--- src/include/mcis_defs.svh ---
// Behaviour
// RL1: two independent external interrupt sources, four selectable pin event sensitivities each
// RL2: bits 4:3 pick port B sense: 00 fall+low, 01 rise, 10 fall, 11 both
// RL3: bits 2:1 pick port A sense with the same encoding
// RL4: sense fields change only on writes while the global interrupt mask is 1
// RL5: software changes sensitivity only with interrupts masked
// RL6: bit 7 picks peripheral clock: 0 osc/2, 1 osc/4
// RL7: software keeps the peripheral clock at or below 4 MHz
// RL8: bit 6 picks slave-select source: 0 pin, 1 internal bit
// RL9: with internal source selected, bit 5 drives the SPI slave-select input
// RL10: internal source frees port B pin 2 for general-purpose use
// RL11: bit 0 picks CPU clock: 0 osc/2, 1 osc/32
// RL12: register is read/write and resets to all zeros
// RL13: fall+low mode requests on falling edge and stays while pin low
`ifndef MCIS_DEFS_SVH
`define MCIS_DEFS_SVH
// ****************************************
// register map
// ****************************************
`define MCIS_MISC_CONTROL_OFS 12'h020
`define MCIS_IRQ_STATUS_OFS 12'h024
`define MCIS_IRQ_MASK_OFS 12'h028
`define MCIS_MISC_CONTROL_RST 8'h00
// ****************************************
// field positions
// ****************************************
`define MCIS_PERIPH_DIV_BIT 7
`define MCIS_SS_SRC_BIT 6
`define MCIS_SS_INT_BIT 5
`define MCIS_PB_SENSE_HI 4
`define MCIS_PB_SENSE_LO 3
`define MCIS_PA_SENSE_HI 2
`define MCIS_PA_SENSE_LO 1
`define MCIS_SLOW_CPU_BIT 0
// ****************************************
// clock divider counts
// ****************************************
`define MCIS_DIV_NORMAL 2
`define MCIS_DIV_PERIPH_SLOW 4
`define MCIS_DIV_CPU_SLOW 32
`endif

--- src/include/mcis_pkg.sv ---
package mcis_pkg;
    // sensitivity encoding of one external interrupt source
    typedef enum logic [1:0] {
        MCIS_FALL_LOW = 2'h0,
        MCIS_RISE = 2'h1,
        MCIS_FALL = 2'h2,
        MCIS_BOTH = 2'h3
    } mcis_sense_e;

    // apb answer phase, one-hot
    typedef enum logic [1:0] {
        MCIS_IDLE = 2'b01,
        MCIS_DONE = 2'b10
    } mcis_state_e;

    typedef struct packed {
        mcis_state_e st;
        logic [7:0] ctrl;
        logic [1:0] irq_sts;
        logic [1:0] irq_msk;
        logic [1:0] pa_sync;
        logic [1:0] pb_sync;
        logic [1:0] ss_sync;
        logic pa_prev;
        logic pb_prev;
        logic [4:0] div_cnt;
        logic periph_clk;
        logic cpu_clk;
        logic pa_req;
        logic pb_req;
        logic ss_level;
        logic pb2_free;
        logic irq;
        logic pready;
        logic pslverr;
        logic [31:0] prdata;
    } mcis_state_s;
endpackage : mcis_pkg

--- src/rtl/mcis_misc_ctrl.sv ---
`timescale 1ns/1ns
`include "mcis_defs.svh"
module mcis_misc_ctrl (
    // apb slave
    input wire logic pclk,
    input wire logic presetn,
    input wire logic psel,
    input wire logic penable,
    input wire logic pwrite,
    input wire logic [11:0] paddr,
    input wire logic [31:0] pwdata,
    output logic [31:0] prdata,
    output logic pready,
    output logic pslverr,
    // cpu state
    input wire logic global_irq_mask,
    // external pins, asynchronous
    input wire logic port_a_ext_irq,
    input wire logic port_b_ext_irq,
    input wire logic spi_ss_pin_n,
    // derived controls
    output logic port_a_irq_req,
    output logic port_b_irq_req,
    output logic spi_ss_n,
    output logic port_b_pin2_free,
    output logic periph_clk,
    output logic cpu_clk,
    output logic irq
);
    mcis_pkg::mcis_state_s s_q, s_d;

    // ****************************************
    // request of one source from its sense mode
    // ****************************************
    function automatic logic sense_req(input logic [1:0] mode, input logic cur,
                                       input logic prev);
        logic fall;
        logic rise;
        fall = prev & ~cur;
        rise = ~prev & cur;
        // mode 00 keeps requesting for as long as the pin stays low
        case (mode)
            2'h0: sense_req = fall | ~cur; // RL13
            2'h1: sense_req = rise; // RL2
            2'h2: sense_req = fall; // RL2
            default: sense_req = fall | rise; // RL2
        endcase
    endfunction : sense_req

    logic acc;
    logic wr;
    logic [31:0] rd;
    logic pa_new;
    logic pb_new;
    logic [4:0] half;
    always_comb begin
        s_d = s_q;
        acc = psel & penable & (s_q.st == mcis_pkg::MCIS_IDLE);
        wr = acc & pwrite;
        rd = 32'h0000_0000;
        pa_new = 1'b0;
        pb_new = 1'b0;
        half = 5'h00;
        // synchronisers: first stage read only by the second
        // pins are asynchronous, so stage one may still be settling
        s_d.pa_sync = {s_q.pa_sync[0], port_a_ext_irq};
        s_d.pb_sync = {s_q.pb_sync[0], port_b_ext_irq};
        s_d.ss_sync = {s_q.ss_sync[0], spi_ss_pin_n};
        s_d.pa_prev = s_q.pa_sync[1];
        s_d.pb_prev = s_q.pb_sync[1];
        // two independent detectors
        pa_new = sense_req(s_q.ctrl[`MCIS_PA_SENSE_HI:`MCIS_PA_SENSE_LO],
                           s_q.pa_sync[1], s_q.pa_prev); // RL1 RL3
        pb_new = sense_req(s_q.ctrl[`MCIS_PB_SENSE_HI:`MCIS_PB_SENSE_LO],
                           s_q.pb_sync[1], s_q.pb_prev); // RL1 RL2
        s_d.pa_req = pa_new;
        s_d.pb_req = pb_new;
        // slave-select source mux and pin release
        s_d.ss_level = s_q.ctrl[`MCIS_SS_SRC_BIT] ? s_q.ctrl[`MCIS_SS_INT_BIT]
                                                  : s_q.ss_sync[1]; // RL8 RL9
        s_d.pb2_free = s_q.ctrl[`MCIS_SS_SRC_BIT]; // RL10
        // shared divider: half periods of 1, 2 or 16 pclk cycles
        // a mode change mid-count may shorten one period; accepted for one counter
        s_d.div_cnt = s_q.div_cnt + 5'h01;
        half = s_q.ctrl[`MCIS_SLOW_CPU_BIT] ? 5'(`MCIS_DIV_CPU_SLOW / 2)
                                            : 5'(`MCIS_DIV_NORMAL / 2);
        if (s_q.div_cnt[3:0] == 4'((half - 5'h01) & 5'h0f) || half == 5'h01) begin
            s_d.cpu_clk = ~s_q.cpu_clk; // RL11
        end
        if (s_q.ctrl[`MCIS_PERIPH_DIV_BIT]) begin
            if (s_q.div_cnt[0]) begin
                s_d.periph_clk = ~s_q.periph_clk; // RL6
            end
        end else begin
            s_d.periph_clk = ~s_q.periph_clk; // RL6
        end
        if (s_q.ctrl[`MCIS_SLOW_CPU_BIT] && s_q.div_cnt[3:0] == 4'hf) begin
            s_d.div_cnt = 5'h00;
        end
        // apb read mux
        case (paddr)
            `MCIS_MISC_CONTROL_OFS: rd = {24'h00_0000, s_q.ctrl}; // RL12
            `MCIS_IRQ_STATUS_OFS: rd = {30'h0000_0000, s_q.irq_sts};
            `MCIS_IRQ_MASK_OFS: rd = {30'h0000_0000, s_q.irq_msk};
            default: rd = 32'h0000_0000;
        endcase
        // sticky status; a new event beats a write-one clear
        if (wr && paddr == `MCIS_IRQ_STATUS_OFS) begin
            s_d.irq_sts = s_q.irq_sts & ~pwdata[1:0];
        end
        s_d.irq_sts = s_d.irq_sts | {pb_new, pa_new};
        // sense bits held unless the cpu has masked interrupts
        if (wr && paddr == `MCIS_MISC_CONTROL_OFS) begin
            s_d.ctrl[7:5] = pwdata[7:5]; // RL12
            s_d.ctrl[0] = pwdata[0]; // RL12
            if (global_irq_mask) begin
                s_d.ctrl[4:1] = pwdata[4:1]; // RL4
            end
        end
        if (wr && paddr == `MCIS_IRQ_MASK_OFS) begin
            s_d.irq_msk = pwdata[1:0];
        end
        // level irq from the next status, so it rises with the bit
        s_d.irq = |(s_d.irq_sts & s_d.irq_msk);
        // one wait state then answer
        case (s_q.st)
            mcis_pkg::MCIS_IDLE: begin
                s_d.pready = 1'b0;
                if (acc) begin
                    s_d.st = mcis_pkg::MCIS_DONE;
                    s_d.pready = 1'b1;
                    s_d.prdata = pwrite ? 32'h0000_0000 : rd;
                    s_d.pslverr = ~(paddr == `MCIS_MISC_CONTROL_OFS ||
                                    paddr == `MCIS_IRQ_STATUS_OFS ||
                                    paddr == `MCIS_IRQ_MASK_OFS);
                end
            end
            mcis_pkg::MCIS_DONE: begin
                s_d.st = mcis_pkg::MCIS_IDLE;
                s_d.pready = 1'b0;
                s_d.pslverr = 1'b0;
            end
            default: s_d.st = mcis_pkg::MCIS_IDLE;
        endcase
    end

    // ****************************************
    // single state register
    // ****************************************
    always_ff @(posedge pclk or negedge presetn) begin
        if (!presetn) begin
            s_q <= '0;
            s_q.st <= mcis_pkg::MCIS_IDLE;
            s_q.ctrl <= `MCIS_MISC_CONTROL_RST; // RL12
            s_q.pa_sync <= 2'h3;
            s_q.pb_sync <= 2'h3;
            s_q.ss_sync <= 2'h3;
            s_q.pa_prev <= 1'b1;
            s_q.pb_prev <= 1'b1;
            s_q.ss_level <= 1'b1;
        end else begin
            s_q <= s_d;
        end
    end

    // outputs straight from flops
    assign prdata = s_q.prdata;
    assign pready = s_q.pready;
    assign pslverr = s_q.pslverr;
    assign port_a_irq_req = s_q.pa_req;
    assign port_b_irq_req = s_q.pb_req;
    assign spi_ss_n = s_q.ss_level;
    assign port_b_pin2_free = s_q.pb2_free;
    assign periph_clk = s_q.periph_clk;
    assign cpu_clk = s_q.cpu_clk;
    assign irq = s_q.irq;
endmodule : mcis_misc_ctrl

--- config.mk ---
export PLATFORM = sky130hd
export DESIGN_NAME = mcis_misc_ctrl
export DESIGN_NICKNAME = d
export VERILOG_FILES = /design/src/include/mcis_pkg.sv /design/src/rtl/mcis_misc_ctrl.sv
export VERILOG_INCLUDE_DIRS = /design/src /design/src/include
export SDC_FILE = /design/constraint.sdc
export NUM_CORES = 1
export LEC_CHECK = 0
export BUFFER_PORTS_ARGS = -buffer_cell sky130_fd_sc_hd__buf_4
export CAP_MARGIN = 0
export CORE_ASPECT_RATIO = 0.9
export CORE_MARGIN = 3
export CORE_UTILIZATION = 43
export DETAILED_ROUTE_END_ITERATION = 6
export PLACE_DENSITY = 0.77
export REMOVE_ABC_BUFFERS = 1
export SYNTH_ARGS = -nofsm -noshare
export SYNTH_HDL_FRONTEND = slang
export SYNTH_SLANG_ARGS = --single-unit
--- constraint.sdc ---
create_clock -name pclk -period 2.1 [get_ports pclk]
set_clock_uncertainty 0.1 [all_clocks]
set_input_delay 0.105 -clock pclk [delete_from_list [all_inputs] [get_ports pclk]]
set_output_delay 0.105 -clock pclk [all_outputs]
set_load 0.05 [all_outputs]
==> reports/results.tsv <==
metric	value	unit
Max-slew headroom	64.92	%
hpwl dp	2.881	mm
worst r2r src	s_q[66]	
total number of yosys warnings	0	
antenna violations before repair	0	
total of max-cap violations	0	
post-route setup TNS	0	ns
Post-synth EDFFs	0	
Async SR Flop Fraction	100.0	%
routed vias	1384	
clk sinks	43	
Startpoint Class	flop	
vias in the first global route	1343	
Starting Density	46.29	%
min-delay src	penable	
Cell variety after synth	42	
Hold Slack	0.01568	ns
Power per Cell Area	691.5	nW/um^2
cell breakdown of the critical path	ha_4, and3_4, nand4_4, nor3b_4, mux2_4, a22o_1	
Vias/cell	4.660	
fillcell total	390	
dominant synthesized flop cell	dfrtp_1	
Hold Fails Final Rpt	0	
clk_lat worst skew	0.30	ns
DRT Pass-1 Iters	4	
Die X	80.44	um
Yosys top cell area share	38.51	%
WS Path Type	reg -> reg	
# IOs	94	
Tot Pwr	1.840	mW
DP Worst Slack	-0.01779	ns
n_diodes	0	
RSZ-0062 raised after global routing	true	
die height	73.00	um
Remaining DRCs	0	
CP arrival	2.14	ns
clk buf depth	2	
Nets	296	
Cells after Synth	179	
area grow syn2layout	24.10	%
Setup WS post-layout	0.05097	ns
worst vdd ir	528.9	uV
Mapped Avg Cell Area	11.98	sq um
fmax	0.4880	GHz
port buffer count	45	
delay of the slowest critical-path stage	0.56	ns
most common cell after layout, fill and taps aside	buf_4	
Synth area leader	dfrtp_1	
Hold Crit Class	in -> reg	
DIE AREA	5872	sq um
status	finished clean	
wire per inst	13.49	um
row count	23	
worst-case reg-to-reg path depth	6	
grt total ovfl	0	
Yosys reg bits	43	
slowest CP cell	dfstp_2	
leading cell types in the layout, fill and taps excluded	buf_4 (48), dfrtp_1 (33), conb_1 (24)	
share of layout cells above drive strength 1	36.60	%
hold path depth	4	
cells taking the most area after synthesis	dfrtp_1 (39%), dfstp_2 (12%), buf_4 (11%), ha_1 (5.3%), mux2_2 (3.7%)	
gr usage total	14.44	%
final worst path period share	97.57	%
largest net degree at the start of global routing	44	
worst slew pin tran	0.5262	ns
min Tclk post-route	2.049	ns
Setup violations, final	0	
Slew Viols, Final	0	
crit end category	flop	
routability-driven placement congestion ratio	0.7547	
reg2reg end	irq	
sequential share of the synthesized area	50.76	%
first-pass GRT wire length	6.382	mm
WL final	4.008	mm
CTS tree	done	
Req. time, crit path	2.19	ns
static leakage	1.276	nW
clock transition at the registers of the reported paths	0.08	ns
CP max FO	2	
DRC marker count from the first detailed-route iteration	35	
R2R Setup Slk	0.05	ns
post-synth design cell area	2145	sq um
Hold Path Sink	s_q[66]	
Core ar.	4633	sq um
CTS buffer count	5	
root buf cell	clkbuf_8	
H-tree depth	2	
Routed Antenna Nets	0	
[how the worst max path moves through the flow]
stage	startpoint	endpoint	slack (ns)	depth (start not counted)
2_1_floorplan	s_q[66]	irq	0.03	6
3_3_place_gp	s_q[66]	irq	0.0001	6
3_5_place_dp	s_q[66]	irq	-0.02	6
4_1_cts	s_q[66]	irq	0.02	6
5_1_grt	s_q[66]	irq	-0.02	6
6_report	s_q[66]	irq	0.05	6
[critical path, delay by kind of cell (launching register included)]
kind                       cells  cell delay, ns
DFF                            1            0.56
and+or+nand+nor                3            0.61
AOI/OAI and AO/OA              1            0.20
muxes                          1            0.34
adders and majority gates      1            0.13
[cell type report]
type	count	area [sq um]	area share, %
inverter	7	26.28	0.9873
multi-input combinational	117	903.4	33.94
sequential	43	1089	40.90
timing repair buffer	60	480.5	18.05
tap	62	77.57	2.915
clock buffer	6	72.57	2.727
clock inverter	2	12.51	0.4701
[power breakdown]
| part | internal [mW] | switching (mW) | total (mW) |
|---|---|---|---|
| Sequential | 0.878 | 0.0233 | 0.901 |
| Clock | 0.232 | 0.281 | 0.513 |
| Combinational | 0.150 | 0.277 | 0.426 |
| Total | 1.26 | 0.581 | 1.84 |
[layer usage]
layer  share of wire, %  global-route usage [%]  vias to the layer above
li1                   -                       -                      667
met2                 49                   24.36                       48
met4               0.90                   3.940                        0
met3                7.0                   5.185                        6
met1                 43                   17.53                      663
met5                  0                       0                        -
[synth_stat cells, drive strengths merged, types with 2 or more instances]
cell     n
a22o     7
a21oi    6
ha       9
nand4    2
dfstp   10
inv      7
buf     33
mux2i    2
xor2     2
mux2    11
and3     3
clkbuf   2
nor2b    4
a21o     2
dfrtp   33
nand3    5
o21ai    3
nor2     5
nand2b   3
nor3     2
nor3b    3
o31ai    3
nand2   10
[state kept, by name, summed over array words and instances, names as in the netlist]
name and count:
prdata 8, cpu_clk 1, port_b_irq_req 1, pslverr 1, port_a_irq_req 1, spi_ss_n 1, s_q 20, irq 1
pready 1, port_b_pin2_free 1, s_d 6, periph_clk 1
[what timing repair did]
item / CTS / global route
setup endpoints to repair: 1 / 5
endpoints found under the hold margin: 46 / 0
pin swaps: 1 / 3
buffers inserted: 0 / 0
resized for setup: 3 / 4
hold buffers: 12 / 0
[cells by family after synthesis]
kind of cell / after synthesis / share of synthesized area (%)
flip-flops: 43 / 50.76
buffers and inverters: 42 / 13.01
AND/OR/NAND/NOR: 41 / 13.30
AO/OA/AOI/OAI: 27 / 8.868
multiplexers: 13 / 7.410
adder cells (fa/ha/maj): 9 / 5.251
XOR/XNOR: 3 / 1.225
other: 1 / 0.1749
[metrics by stage]
stage	util [%]	std cells	area (sq um)
floorplan	-	167	1978
global placement	52.15	277	2416
global route	57.44	297	2661
finish	57.44	297	2661
CTS	56.95	297	2639
detailed placement	52.15	277	2416
Note: power is estimated with default switching activity, not from simulation.
